===== src/srpcs_pkg.sv =====
// Constants, code tables and field layouts for the serial lane coding sublayer
package srpcs_pkg;

  // ----------------------------------------------------------------------
  // Widths and field layout
  // ----------------------------------------------------------------------
  localparam int WORD_W  = 16;            // Fabric word, two bytes
  localparam int CTRL_W  = 2;             // Control flag per byte
  localparam int CG_W    = 10;            // One code group
  localparam int LANE_W  = 10;            // Received byte lane {err, k, byte}
  localparam int TXQ_W   = WORD_W + CTRL_W;
  localparam int LANE_K  = 8;             // Control flag position in a lane
  localparam int LANE_E  = 9;             // Error flag position in a lane

  // ----------------------------------------------------------------------
  // Special code groups and characters
  // ----------------------------------------------------------------------
  localparam logic [9:0] COMMA_NEG = 10'h17c;   // Comma, first bit in bit 0
  localparam logic [9:0] COMMA_POS = 10'h283;   // Its complement
  localparam logic [7:0] K_COMMA   = 8'hbc;     // Comma character
  localparam logic [7:0] K_SKIP    = 8'h1c;     // Skip character
  localparam logic [4:0] K_X       = 5'h1c;     // Only control group family
  localparam logic [5:0] K6_NEG    = 6'h0f;     // Its six-bit part
  localparam logic [5:0] K6_POS    = 6'h30;
  localparam logic [5:0] D7_NEG    = 6'h38;     // Balanced, still flips form
  localparam logic [3:0] Y3_NEG    = 4'hc;      // Balanced, still flips form
  localparam logic [3:0] A7_NEG    = 4'h7;      // Alternate x.7 form
  localparam logic [3:0] A7_POS    = 4'h8;

  // Five-to-six table, abcdei with a as MSB, negative disparity form
  localparam logic [5:0] ENC6 [32] = '{
    6'h27, 6'h1d, 6'h2d, 6'h31, 6'h35, 6'h29, 6'h19, 6'h38,
    6'h39, 6'h25, 6'h15, 6'h34, 6'h0d, 6'h2c, 6'h1c, 6'h17,
    6'h1b, 6'h23, 6'h13, 6'h32, 6'h0b, 6'h2a, 6'h1a, 6'h3a,
    6'h33, 6'h26, 6'h16, 6'h36, 6'h0e, 6'h2e, 6'h1e, 6'h2b};
  // Three-to-four table, fghj with f as MSB, negative disparity form
  localparam logic [3:0] ENC4 [8] = '{
    4'hb, 4'h9, 4'h5, 4'hc, 4'hd, 4'ha, 4'h6, 4'he};

  // ----------------------------------------------------------------------
  // Synchronization counts
  // ----------------------------------------------------------------------
  localparam logic [6:0] SYNC_COMMAS = 7'h7f;   // 127 commas to gain sync
  localparam logic [1:0] ERR_LAST    = 2'h2;    // Third error loses sync
  localparam logic [7:0] GOOD_RUN    = 8'hff;   // 255 good groups forgive one

  // ----------------------------------------------------------------------
  // Line rates and fabric clock
  // ----------------------------------------------------------------------
  localparam int RATE_LOW_MBPS  = 1250;
  localparam int RATE_MID_MBPS  = 2500;
  localparam int RATE_HIGH_MBPS = 3125;
  localparam int BITS_PER_WORD  = 20;     // Two code groups per fabric word
  localparam int CLK_PERIOD_NS  = 10;

endpackage


===== src/srpcs_stream_if.sv =====
// Valid/ready word stream between the lane and its transmit queue
`timescale 1ns/1ps
interface srpcs_stream_if #(parameter int W = 18);
  logic [W-1:0] data;
  logic         valid;
  logic         ready;
  modport src (output data, output valid, input ready);
  modport snk (input data, input valid, output ready);
endinterface

===== src/srpcs_fifo.sv =====
// Transmit word queue with registered read data
`timescale 1ns/1ps
module srpcs_fifo #(
  parameter int W     = 18,
  parameter int DEPTH = 32
) (
  // Clock and reset
  input wire logic       clk,
  input wire logic       reset,
  // Fill and drain sides
  srpcs_stream_if.snk    wr,
  srpcs_stream_if.src    rd
);
  import srpcs_pkg::*;
  localparam int AW = $clog2(DEPTH);

  if (DEPTH < 2 || (1 << AW) != DEPTH) begin : g_bad_depth
    $error("fifo depth must be a power of two of at least two");
  end

  logic [W-1:0] mem [DEPTH];
  logic [AW-1:0] wp_q, rp_q;
  logic [AW:0]   cnt_q, cnt_d;
  logic          ready_q, ov_q;
  logic [W-1:0]  dout_q;
  wire           push = wr.valid && ready_q;
  wire           pop  = (cnt_q != '0) && (!ov_q || rd.ready);

  // Occupancy and registered fill-side ready
  assign cnt_d    = cnt_q + (AW+1)'(push) - (AW+1)'(pop);
  assign wr.ready = ready_q;
  assign rd.data  = dout_q;
  assign rd.valid = ov_q;

  // Pointers and fill state
  always_ff @(posedge clk) begin
    if (reset) begin
      wp_q    <= '0;
      rp_q    <= '0;
      cnt_q   <= '0;
      ready_q <= 1'b0;
    end else begin
      wp_q    <= wp_q + AW'(push);
      rp_q    <= rp_q + AW'(pop);
      cnt_q   <= cnt_d;
      ready_q <= cnt_d < (AW+1)'(DEPTH);
    end
  end

  // Storage
  always_ff @(posedge clk) begin
    if (push) begin
      mem[wp_q] <= wr.data;
    end
  end

  // Output register stage
  always_ff @(posedge clk) begin
    if (reset) begin
      ov_q   <= 1'b0;
      dout_q <= '0;
    end else if (pop) begin
      ov_q   <= 1'b1;
      dout_q <= mem[rp_q];
    end else if (rd.ready) begin
      ov_q   <= 1'b0;
    end
  end
endmodule // srpcs_fifo


===== src/srpcs_lane.sv =====
// Single-lane coding sublayer: code, align, lane sync, byte serdes, skip match
// Operation
// - Sync asserts only after 127 commas with no invalid group between them; valid non-comma groups do not reset the count.
// - Comma recognised in both disparity forms, 0101111100 and 1010000011.
// - Sync drops on three errors within 255 good groups, or on reset.
// - Aligner hunts automatically for the ten-bit comma while out of sync.
// - Transmit encodes 8b/10b, receive decodes 8b/10b and aligns the stream.
// - One lane only, line rate 1.25, 2.5 or 3.125 Gbps.
// - Byte serializer and deserializer always used, two bytes per fabric word.
// - Fabric clock is 62.5, 125 or 156.25 MHz for those rates.
// - At most one skip inserted or deleted per comma-skip sequence.
`timescale 1ns/1ps
module srpcs_lane #(
  parameter int LINE_MBPS  = 3125,
  parameter int FIFO_DEPTH = 32
) (
  // Clock and reset
  input  wire logic                          clk,
  input  wire logic                          reset,
  // Fabric transmit words
  input  wire logic [srpcs_pkg::WORD_W-1:0]  tx_word,
  input  wire logic [srpcs_pkg::CTRL_W-1:0]  tx_ctrl,
  input  wire logic                          tx_valid,
  output wire logic                          tx_ready,
  // Serializer side code groups
  output logic      [srpcs_pkg::CG_W-1:0]    tx_code,
  input  wire logic [srpcs_pkg::CG_W-1:0]    rx_raw,
  // Fabric receive words
  output logic      [srpcs_pkg::WORD_W-1:0]  rx_word,
  output logic      [srpcs_pkg::CTRL_W-1:0]  rx_ctrl,
  output logic      [srpcs_pkg::CTRL_W-1:0]  rx_err,
  output logic                               rx_valid,
  output logic                               rx_sync,
  // Clock compensation requests and answers
  input  wire logic                          rm_ins_req,
  input  wire logic                          rm_del_req,
  output logic                               rm_ins_done,
  output logic                               rm_del_done
);
  import srpcs_pkg::*;

  // ----------------------------------------------------------------------
  // Rate checks
  // ----------------------------------------------------------------------
  localparam int FABRIC_KHZ = LINE_MBPS * 1000 / BITS_PER_WORD;
  if (LINE_MBPS != RATE_LOW_MBPS && LINE_MBPS != RATE_MID_MBPS &&
      LINE_MBPS != RATE_HIGH_MBPS) begin : g_bad_rate
    $error("line rate must be 1250, 2500 or 3125 Mbps");
  end
  if (FABRIC_KHZ * BITS_PER_WORD != LINE_MBPS * 1000) begin : g_bad_fab
    $error("fabric clock does not divide the line rate");
  end

  // ----------------------------------------------------------------------
  // Code functions
  // ----------------------------------------------------------------------
  function automatic logic [9:0] rev10(input logic [9:0] v);
    logic [9:0] r;
    r = '0;
    for (int i = 0; i < 10; i++) r[i] = v[9-i];
    return r;
  endfunction

  // Returns {rd_next, code group}; rd high means positive disparity
  function automatic logic [10:0] enc(input logic [7:0] b, input logic k, input logic rd);
    logic [4:0] x;
    logic [2:0] y;
    logic       kk, rd6, a7, inv4, unb4;
    logic [5:0] t6;
    logic [3:0] t4;
    x    = b[4:0];
    y    = b[7:5];
    kk   = k && (x == K_X);
    t6   = kk ? K6_NEG : ENC6[x];
    rd6  = ($countones(t6) != 3) ? ~rd : rd;
    if (rd && ($countones(t6) != 3 || t6 == D7_NEG)) t6 = ~t6;
    a7   = (y == 3'h7) && (kk || (!rd6 && (x == 5'h11 || x == 5'h12 || x == 5'h14)) ||
           (rd6 && (x == 5'h0b || x == 5'h0d || x == 5'h0e)));
    t4   = a7 ? A7_NEG : ENC4[y];
    unb4 = $countones(t4) != 2;
    inv4 = rd6 ? (unb4 || t4 == Y3_NEG) : (kk && !unb4 && t4 != Y3_NEG);
    if (inv4) t4 = ~t4;
    return {unb4 ? ~rd6 : rd6, rev10({t6, t4})};
  endfunction

  // Returns {valid, k, byte}
  function automatic logic [9:0] dec(input logic [9:0] cg);
    logic [9:0] s;
    logic [5:0] s6;
    logic [3:0] q;
    logic [4:0] x;
    logic [2:0] y;
    logic       kk, f6, f4, fl;
    s  = rev10(cg);
    s6 = s[9:4];
    q  = s[3:0];
    kk = (s6 == K6_NEG) || (s6 == K6_POS);
    x  = K_X;
    y  = '0;
    f6 = kk;
    f4 = 1'b0;
    for (int i = 0; i < 32; i++) begin
      fl = ($countones(ENC6[i]) != 3) || (ENC6[i] == D7_NEG);
      if (!kk && (s6 == ENC6[i] || (fl && s6 == ~ENC6[i]))) begin
        x  = 5'(i);
        f6 = 1'b1;
      end
    end
    if (s6 == K6_POS && $countones(q) == 2 && q != Y3_NEG && q != ~Y3_NEG) q = ~q;
    for (int j = 0; j < 8; j++) begin
      fl = ($countones(ENC4[j]) != 2) || (ENC4[j] == Y3_NEG);
      if (q == ENC4[j] || (fl && q == ~ENC4[j])) begin
        y  = 3'(j);
        f4 = 1'b1;
      end
    end
    if (q == A7_NEG || q == A7_POS) begin
      y  = 3'h7;
      f4 = 1'b1;
    end
    return {f6 && f4, kk, y, x};
  endfunction

  // Lowest offset in the window holding a comma, {hit, offset}
  function automatic logic [4:0] find_comma(input logic [19:0] w);
    logic [4:0] r;
    r = '0;
    for (int i = 9; i >= 0; i--) begin
      if (w[i +: 10] == COMMA_NEG || w[i +: 10] == COMMA_POS) r = {1'b1, 4'(i)};
    end
    return r;
  endfunction

  // ----------------------------------------------------------------------
  // Transmit: queue, byte serializer, encoder
  // ----------------------------------------------------------------------
  srpcs_stream_if #(.W(TXQ_W)) txq_in ();
  srpcs_stream_if #(.W(TXQ_W)) txq_out ();

  srpcs_fifo #(.W(TXQ_W), .DEPTH(FIFO_DEPTH)) u_txq (
    .clk   (clk),
    .reset (reset),
    .wr    (txq_in),
    .rd    (txq_out)
  );

  logic       phase_q, rd_q;
  logic [9:0] tx_code_q;

  // Word split into low then high byte, idle comma when queue is empty
  assign txq_in.data   = {tx_ctrl, tx_word};
  assign txq_in.valid  = tx_valid;
  assign tx_ready      = txq_in.ready;
  assign txq_out.ready = phase_q;
  wire [7:0]  tx_byte  = !txq_out.valid ? K_COMMA :
                         phase_q ? txq_out.data[15:8] : txq_out.data[7:0];
  wire        tx_k     = !txq_out.valid || (phase_q ? txq_out.data[17] : txq_out.data[16]);
  wire [10:0] tx_enc   = enc(tx_byte, tx_k, rd_q);
  assign tx_code       = tx_code_q;

  // Serializer phase and running disparity
  always_ff @(posedge clk) begin
    if (reset) begin
      phase_q   <= 1'b0;
      rd_q      <= 1'b1;
      tx_code_q <= COMMA_NEG;
    end else begin
      phase_q   <= txq_out.valid && !phase_q;
      rd_q      <= tx_enc[10];
      tx_code_q <= tx_enc[9:0];
    end
  end

  // ----------------------------------------------------------------------
  // Receive: word aligner and decoder
  // ----------------------------------------------------------------------
  typedef enum logic {SYNC_HUNT, SYNC_LOCKED} srpcs_sync_e;
  srpcs_sync_e state_q, state_d;

  logic [9:0] raw_q, cg_q;
  logic [3:0] off_q;
  wire [19:0] win   = {rx_raw, raw_q};
  wire [4:0]  hit   = find_comma(win);
  wire [9:0]  dword = dec(cg_q);
  wire        d_ok  = dword[9];
  wire        d_k   = dword[8];
  wire [7:0]  d_byte = dword[7:0];
  wire        is_comma = d_ok && (cg_q == COMMA_NEG || cg_q == COMMA_POS);

  // Alignment moves only while hunting
  always_ff @(posedge clk) begin
    if (reset) begin
      raw_q <= '0;
      cg_q  <= '0;
      off_q <= '0;
    end else begin
      raw_q <= rx_raw;
      cg_q  <= win[off_q +: 10];
      if (state_q == SYNC_HUNT && hit[4]) off_q <= hit[3:0];
    end
  end

  // ----------------------------------------------------------------------
  // Lane synchronization machine
  // ----------------------------------------------------------------------
  logic [6:0] commas_q, commas_d;
  logic [1:0] errs_q, errs_d;
  logic [7:0] good_q, good_d;
  logic       sync_q;

  always_comb begin
    state_d  = state_q;
    commas_d = commas_q;
    errs_d   = errs_q;
    good_d   = good_q;
    unique case (state_q)
      SYNC_HUNT: begin
        errs_d = '0;
        good_d = '0;
        if (!d_ok) begin
          commas_d = '0;
        end else if (is_comma) begin
          commas_d = commas_q + 7'h1;
          if (commas_d == SYNC_COMMAS) state_d = SYNC_LOCKED;
        end
      end
      SYNC_LOCKED: begin
        commas_d = '0;
        if (!d_ok) begin
          good_d = '0;
          errs_d = errs_q + 2'h1;
          if (errs_q == ERR_LAST) state_d = SYNC_HUNT;
        end else if (errs_q != '0) begin
          good_d = good_q + 8'h1;
          if (good_d == GOOD_RUN) begin
            good_d = '0;
            errs_d = errs_q - 2'h1;
          end
        end
      end
    endcase
  end

  // Sync state and counters, lost on reset
  always_ff @(posedge clk) begin
    if (reset) begin
      state_q  <= SYNC_HUNT;
      sync_q   <= 1'b0;
      commas_q <= '0;
      errs_q   <= '0;
      good_q   <= '0;
    end else begin
      state_q  <= state_d;
      sync_q   <= state_d == SYNC_LOCKED;
      commas_q <= commas_d;
      errs_q   <= errs_d;
      good_q   <= good_d;
    end
  end
  assign rx_sync = sync_q;

  // ----------------------------------------------------------------------
  // Skip match and byte deserializer
  // ----------------------------------------------------------------------
  logic       in_seq_q, used_q, have_q;
  logic [9:0] half_q;
  logic [19:0] word_q;
  logic       valid_q, ins_q, del_q;

  wire       is_skip = d_ok && d_k && (d_byte == K_SKIP);
  wire       can_act = sync_q && is_skip && in_seq_q && !used_q;
  wire       do_del  = can_act && rm_del_req;
  wire       do_ins  = can_act && !rm_del_req && rm_ins_req;
  wire [9:0] lane    = {!d_ok, d_k, d_byte};
  wire       one     = sync_q && !do_del && !do_ins;
  wire       two     = do_ins;

  // Compensation sequence tracking, one action per sequence
  always_ff @(posedge clk) begin
    if (reset) begin
      in_seq_q <= 1'b0;
      used_q   <= 1'b0;
      ins_q    <= 1'b0;
      del_q    <= 1'b0;
    end else begin
      in_seq_q <= is_comma || (in_seq_q && is_skip);
      used_q   <= !is_comma && (used_q || do_del || do_ins);
      ins_q    <= do_ins;
      del_q    <= do_del;
    end
  end

  // Pairing of bytes into words, first byte in the low half
  always_ff @(posedge clk) begin
    if (reset) begin
      have_q  <= 1'b0;
      half_q  <= '0;
      word_q  <= '0;
      valid_q <= 1'b0;
    end else begin
      valid_q <= (one && have_q) || two;
      if (!sync_q) begin
        have_q <= 1'b0;
      end else if (two) begin
        word_q <= {lane, have_q ? half_q : lane};
        half_q <= lane;
      end else if (one) begin
        if (have_q) word_q <= {lane, half_q};
        half_q <= lane;
        have_q <= !have_q;
      end
    end
  end

  assign rx_word     = {word_q[17:10], word_q[7:0]};
  assign rx_ctrl     = {word_q[10+LANE_K], word_q[LANE_K]};
  assign rx_err      = {word_q[10+LANE_E], word_q[LANE_E]};
  assign rx_valid    = valid_q;
  assign rm_ins_done = ins_q;
  assign rm_del_done = del_q;
endmodule // srpcs_lane


===== config.mk =====
export PLATFORM = sky130hd
export DESIGN_NAME = srpcs_lane
export DESIGN_NICKNAME = d
export VERILOG_FILES = /design/src/srpcs_pkg.sv /design/src/srpcs_stream_if.sv /design/src/srpcs_fifo.sv /design/src/srpcs_lane.sv
export SDC_FILE = /design/constraint.sdc
export NUM_CORES = 1
export LEC_CHECK = 0
export BUFFER_PORTS_ARGS = -buffer_cell sky130_fd_sc_hd__buf_4
export CORE_UTILIZATION = 40
export CTS_CLUSTER_DIAMETER = 60
export CTS_CLUSTER_SIZE = 25
export DETAILED_ROUTE_END_ITERATION = 16
export GPL_TIMING_DRIVEN = 0
export HOLD_SLACK_MARGIN = 0.06
export PLACE_DENSITY_LB_ADDON = 0.12
export SETUP_SLACK_MARGIN = 0.05
export SYNTH_ARGS = -nofsm -noshare
export SYNTH_HDL_FRONTEND = slang
export SYNTH_SLANG_ARGS = --single-unit
export TNS_END_PERCENT = 20

===== constraint.sdc =====
create_clock -name clk -period 17.8 [get_ports clk]
set_input_delay 4.45 -clock clk [delete_from_list [all_inputs] [get_ports clk]]
set_output_delay 4.45 -clock clk [all_outputs]
set_load 0.1 [all_outputs]

==> summary.md, run 1 <==
| Metric | Value |
|---|---|
| R2R Setup Slk | `around 9.4 ns` |
| Maximum fanout along the worst path | `10` |
| CORE AREA | `approximately 74000 um^2` |
| Post-synth top area share | `a little under three fifths` |
| Placer Congestion | `0.822` |
| Iteration-0 DRC Markers | `roughly 1300` |
| Die Span X | `276 um` |
| Dominant cell type by area after synthesis | `edfxtp_1` |
| Max clock buf depth | `3` |
| Initial antenna violation count | `0` |
| Met2 routed WL | `37800 um` |
| # port buffers | `65` |
| Layout Nets | `around 2100` |
| Cell Rows | `100` |
| CP required | `around 18 ns` |
| Fill cells | `between 6000 and 7000` |
| Detailed Place HPWL | `around 51000 um` |
| Slew Limit Headroom | `15.5%` |
| Sequential element share of the synthesized area | `65.9%` |
| Initial core utilization | `40.4%` |
| Met1 Wirelength | `between 30000 and 40000 um` |
| Die Y | `between 200 and 300 um` |
| Crit path time final | `approximately 8.4 ns` |
| H-Tree Depth | `2` |
| Top cells by area, synth | `edfxtp_1 (57%), mux4_2 (14%), dfxtp_1 (8.4%)` |
| Grt ovf | `0` |
| Cell mode on critical path | `inv_1` |
| Max_cap viols | `0` |
| Routed vias | `16800` |
| Final Hold Viols | `0` |
| Clock latency on the worst-skew pair | `about 0.65 ns` |
| Crit path largest cell delay | `approximately 0.55 ns` |
| Least-Margin Pin Slew | `between 1 and 1.5 ns` |
| Setup ws final | `between 9 and 10 ns` |
| Final ANT Viol Nets | `0` |
| Drt pass-1 iters | `5` |
| Place WS | `~9.3 ns` |
| Syn Nets | `1926` |
| Clock Sinks | `approximately 700` |
| Postcts setup bufs | `0` |
| Max VDD drop | `103 uV` |
| Synthesized instance count | `roughly 1900` |
| Num CTS Buffers | `between 50 and 60` |
| Vias per cell | `approximately 5.6` |
| DRC Markers | `0` |
| Post-synthesis register bit count | `approximately 700` |
| Clock Tree Root | `clkbuf_16` |
| Status | `finished, final reports clean` |
| Avg WL per Cell | `between 20 and 25 um` |
| Post-synth EDFFs | `roughly 580` |
| CTS tree | `done` |
| Overall power | `~4.6 mW` |
| Most common cell in the netlist | `edfxtp_1` |
| Gr usage total | `around a fifth` |
| Commonest cells post-synth | `edfxtp_1 (576), mux4_2 (189), nor2_1 (152)` |
| Crit. End Element | `flop` |
| Final Slew Violations | `0` |
| Setup TNS | `0 ns` |
| Crit path launch type | `flop` |
| Post-CTS Hold Buffers | `0` |
| Die area | `~76000 um^2` |
| Final clock skew | `between 0.02 and 0.03 ns` |
| ANT cells | `0` |
| Vias in the first global route | `17500` |
| Peak Freq | `approximately 120 MHz` |
| FFs w/ async S/R, synth | `0%` |
| RSZ-0062 raised after global routing | `no` |
| Post-cts sizing count | `0` |
| Share of layout cells above drive strength 1 | `a little under a quarter` |
| Hold Path Class | `flop to flop` |
| First-pass GRT wire length | `113000 um` |
| Metal3 WL | `3730 um` |
| Worst EP arrival | `approximately 9 ns` |
| Area of the mapped netlist | `30100 um^2` |
| Critical path's slowest cell | `fa_1` |
| Synthesized area per cell | `approximately 16 um^2` |
| Pin count of the biggest net entering global routing | `33` |
| Post-Route WL | `75200 um` |
| Kind of critical path | `flop to flop` |
| IO Pins | `between 60 and 70` |
| Area added between synthesis and finish | `14.0%` |
| Final Cycle Share | `a little under half` |
| Top Layer Used | `met4` |
| Total power divided by cell area | `between 100 and 150 nW/um^2` |
| Final setup violation count | `0` |
| P_leak | `10.8 nW` |
| Main flop type after synthesis | `edfxtp_1` |
| Clk slew on worst S/H paths | `0.06 ns` |
| Yosys warns | `0` |
| Post-synth cell types | `93` |
| Fin util | `about 46%` |
-- kinds of logic after synthesis --
kind of cell / after synthesis / synth area share [%]
xor gates and xnor gates: 32 / 0.932
DFF: 702 / 65.9
adders and majority gates: 41 / 1.85
AOI/OAI and AO/OA: 217 / 4.99
muxes: 257 / 16.4
and+or+nand+nor: 442 / 7.66
buffers and inverters: 162 / 2.25
-- cells in the final DEF, fill, tap and decap left out, types with 7 or more instances in the layout --
cell	netlist	final
mux4_2	189	189
nor3_2	10	10
clkinv_8	0	8
nand3b_1	7	7
nor2_1	152	120
nand4_1	12	12
clkbuf_1	89	94
a211oi_1	43	43
inv_6	0	9
xor2_1	14	14
buf_8	0	20
or3_1	14	14
buf_6	8	8
a31oi_1	7	7
nor4_1	7	7
o22ai_1	8	8
or2_2	10	10
dfxtp_1	126	126
nor2_4	1	11
nor3b_1	8	8
a21oi_1	60	60
nand2b_1	12	12
ha_1	34	34
clkbuf_16	0	58
edfxtp_1	576	576
nand2_1	80	80
xnor2_1	18	18
nor2_2	0	22
buf_4	2	67
mux2i_1	59	59
nor2b_1	25	25
o21ai_0	31	31
nand3_1	31	31
inv_1	44	44
buf_1	16	16
and2_1	11	11
nor3_1	21	21
mux2_2	9	9
-- critical path: cells and delay by family, from the launching register on --
family / cells / cell delay (ns)
mux: 2 / 0.57
flops: 1 / 0.34
buf+inv: 6 / 0.70
xor+xnor: 2 / 0.61
simple gates: 5 / 1.27
fa+ha+maj: 8 / 2.94
compound gates: 8 / 1.76
-- per-stage QoR --
stage	hold slack, ns	cell area [um^2]	std cells
floorplan	0.432	30100	1853
global placement	0.440	31800	2887
detailed placement	0.446	32300	2909
CTS	0.456	34300	3014
global route	0.492	34300	3014
finish	0.454	34300	3014
-- report_power, final --
part           internal (mW)  switching (mW)  leakage (nW)
clock                  0.702           0.658         0.974
combinational          0.578           0.773          3.62
sequential              1.83          0.0243          6.21
-- final cells by class --
class | count | area, um^2 | share of cell area, %
repair buffers | 87 | 843 | 2.46
plain buffers | 117 | 509 | 1.49
flip-flops and latches | 702 | 19800 | 57.8
multi-input cells | 989 | 9720 | 28.4
inverters | 45 | 169 | 0.493
clock inverters | 42 | 543 | 1.58
clock buffers | 63 | 1470 | 4.29
well taps | 969 | 1210 | 3.54
-- sequential cells by signal, indices dropped and copies added (netlist names), 2 cells and up --
register / count
tx_code: 10
raw_q: 10
commas_q: 7
half_q: 10
good_q: 8
off_q: 4
u_txq.mem: 576
u_txq.rd.data: 18
u_txq.wp_q: 5
errs_q: 2
cg_q: 10
word_q: 20
u_txq.rp_q: 5
u_txq.cnt_q: 6
-- worst paths after layout --
path / start / to / depth (start not counted)
setup / recovery: phase_q / tx_code[9] / 31
hold / removal: half_q[0] / word_q[0] / 2
setup reg to reg: phase_q / tx_code[9] / 31
hold reg to reg: half_q[0] / word_q[0] / 2
-- per-layer routing --
metal,up-vias,global-route usage [%]
met5,-,0
met2,387,34.2
li1,7605,-
met1,8738,26.4
met3,88,3.37
met4,0,5.44
No activity file was read; power rests on OpenSTA's default activity.
==> inputs of run 2 (changes only) <==
clock period = 8.7 ns   (was 17.8 ns; I/O delays follow)
==> summary.md, run 2 (same netlist as run 1, synthesis figures left out) <==
| Metric | Value |
|---|---|
| Crit path launch type | `flop` |
| Clock Tree Root | `clkbuf_16` |
| Grt ovf | `0` |
| CORE AREA | `around 74000 um^2` |
| H-Tree Depth | `2` |
| ANT cells | `0` |
| Avg WL per Cell | `25.0 um` |
| Most frequent cells in the layout | `edfxtp_1 (576), mux4_2 (189), dfxtp_1 (126)` |
| Critical path's slowest cell | `fa_1` |
| Final Slew Violations | `0` |
| Max reg flops | `576` |
| Detailed Place HPWL | `a little over 50000 um` |
| Clock latency on the worst-skew pair | `0.65 ns` |
| Die Y | `around 280 um` |
| Final setup violation count | `0` |
| Worst EP arrival | `between 8 and 9 ns` |
| Psw | `2.99 mW` |
| Placer Congestion | `around 0.82` |
| P_leak | `10.8 nW` |
| Die area | `about 76000 um^2` |
| Crit path time final | `about 8.2 ns` |
| Max VDD drop | `a little over 200 uV` |
| Clk slew on worst S/H paths | `0.06 ns` |
| Crit. End Element | `flop` |
| Total power divided by cell area | `273 nW/um^2` |
| Cell Rows | `100` |
| Crit path largest cell delay | `0.61 ns` |
| Clk pwr share | `29.7%` |
| Postcts setup bufs | `0` |
| Layout Nets | `approximately 2100` |
| Max_cap viols | `0` |
| Design Area, Final | `roughly 34000 um^2` |
| Most common cell after layout, fill and taps aside | `edfxtp_1` |
| Drt pass-1 iters | `6` |
| IO Pins | `just under 70` |
| Num CTS Buffers | `57` |
| Routed vias | `between 15000 and 20000` |
| Area added between synthesis and finish | `14.0%` |
| CP required | `just over 9 ns` |
| Largest Register | `u_txq.mem` |
| HP Start | `half_q[0]` |
| First-pass GRT wire length | `approximately 110000 um` |
| Cell mode on critical path | `fa_1` |
| Storage cell area | `19800 um^2` |
| Clock Sinks | `about 700` |
| Final clock skew | `roughly 0.03 ns` |
| RR Endpoint | `tx_code[9]` |
| Pint | `around 6.4 mW` |
| R2R Setup Slk | `roughly 0.54 ns` |
| Setup TNS | `0 ns` |
| Reg power frac | `between 40% and 50%` |
| Reg-to-Reg Start | `phase_q` |
| RSZ-0062 raised after global routing | `no` |
| Hold Path Class | `flop to flop` |
| Post-cts sizing count | `0` |
| Dpl cell area | `about 32000 um^2` |
| Initial core utilization | `about two fifths` |
| DRC Markers | `0` |
| Hold depth | `2` |
| Slew Limit Headroom | `between 10% and 20%` |
| Kind of critical path | `flop to flop` |
| Post-CTS Hold Buffers | `0` |
| Maximum fanout along the worst path | `10` |
| Final Cycle Share | `between 90% and 100%` |
| Vias per cell | `around 5.6` |
| Vias in the first global route | `17500` |
| Gr usage total | `between 20 and 25%` |
| Initial antenna violation count | `0` |
| Multi-input combinational cell area | `between 9000 and 10000 um^2` |
| Status | `finished, final reports clean` |
| Post-Route WL | `around 75000 um` |
| Final Hold Viols | `0` |
| Comb power frac | `between 20 and 30%` |
| Switching portion of total power | `approximately a third` |
| R2R cell count | `29` |
| Pin count of the biggest net entering global routing | `33` |
| CTS tree | `done` |
| Fill cells | `about 6400` |
| Peak Freq | `~120 MHz` |
| Least-Margin Pin Slew | `1.25 ns` |
| Final ANT Viol Nets | `0` |
| # port buffers | `65` |
| Die Span X | `around 280 um` |
| Hold Path Sink | `word_q[0]` |
| Iteration-0 DRC Markers | `1364` |
| Share of layout cells above drive strength 1 | `a little under a quarter` |
| Max clock buf depth | `3` |
-- run 2: per-stage QoR --
| stage | worst slack [ns] | std cells | hold slack [ns] | power [mW] | util [%] |
|---|---|---|---|---|---|
| floorplan | 1.33 | 1853 | 0.432 | 5.85 | - |
| global placement | 0.374 | 2887 | 0.440 | 6.64 | 42.7 |
| detailed placement | 0.237 | 2909 | 0.446 | 6.70 | 43.4 |
| CTS | 0.227 | 3014 | 0.456 | 9.48 | 46.1 |
| global route | 0.0654 | 3013 | 0.492 | 9.82 | 46.1 |
| finish | 0.540 | 3013 | 0.454 | 9.35 | 46.1 |
-- run 2: cell type report --
| cell class | instances | area share [%] |
|---|---|---|
| buffer | 116 | 1.48 |
| inverter | 45 | 0.492 |
| tap | 969 | 3.53 |
| clock inverter | 42 | 1.58 |
| multi-input combinational | 989 | 28.4 |
| sequential | 702 | 57.8 |
| timing repair buffer | 87 | 2.46 |
| clock buffer | 63 | 4.29 |
-- run 2: power by group through the flow --
stage	clock (mW)	sequential, mW	combinational (mW)
CTS	2.85	3.79	2.84
detailed placement	0	3.86	2.84
finish	2.78	3.79	2.78
floorplan	0	3.99	1.86
global route	2.96	3.80	3.06
global placement	0	3.86	2.78
-- run 2: how the worst max path moves through the flow --
stage / from / to / slack (ns) / cells after the start
final: phase_q / tx_code[9] / 0.54 / 29
after CTS: phase_q / tx_code[9] / 0.23 / 31
after global routing: phase_q / tx_code[9] / 0.07 / 30
after global placement: phase_q / tx_code[9] / 0.37 / 31
after detailed placement: phase_q / tx_code[9] / 0.24 / 31
after floorplan: phase_q / tx_code[6] / 1.33 / 31
-- run 2: layer usage --
layer,vias to the layer above,share of wire [%],global-route usage [%]
li1,7602,-,-
met1,8727,43,26.4
met2,397,50,34.2
met3,84,4.8,3.37
met4,0,2.3,5.44
met5,-,0,0
-- run 2: critical path, delay by kind of cell (launching register included) --
family	cells	cell delay (ns)
simple gates	5	0.99
xor+xnor	2	0.40
mux	2	0.76
buf+inv	4	0.45
fa+ha+maj	8	3.11
compound gates	8	1.94
flops	1	0.34
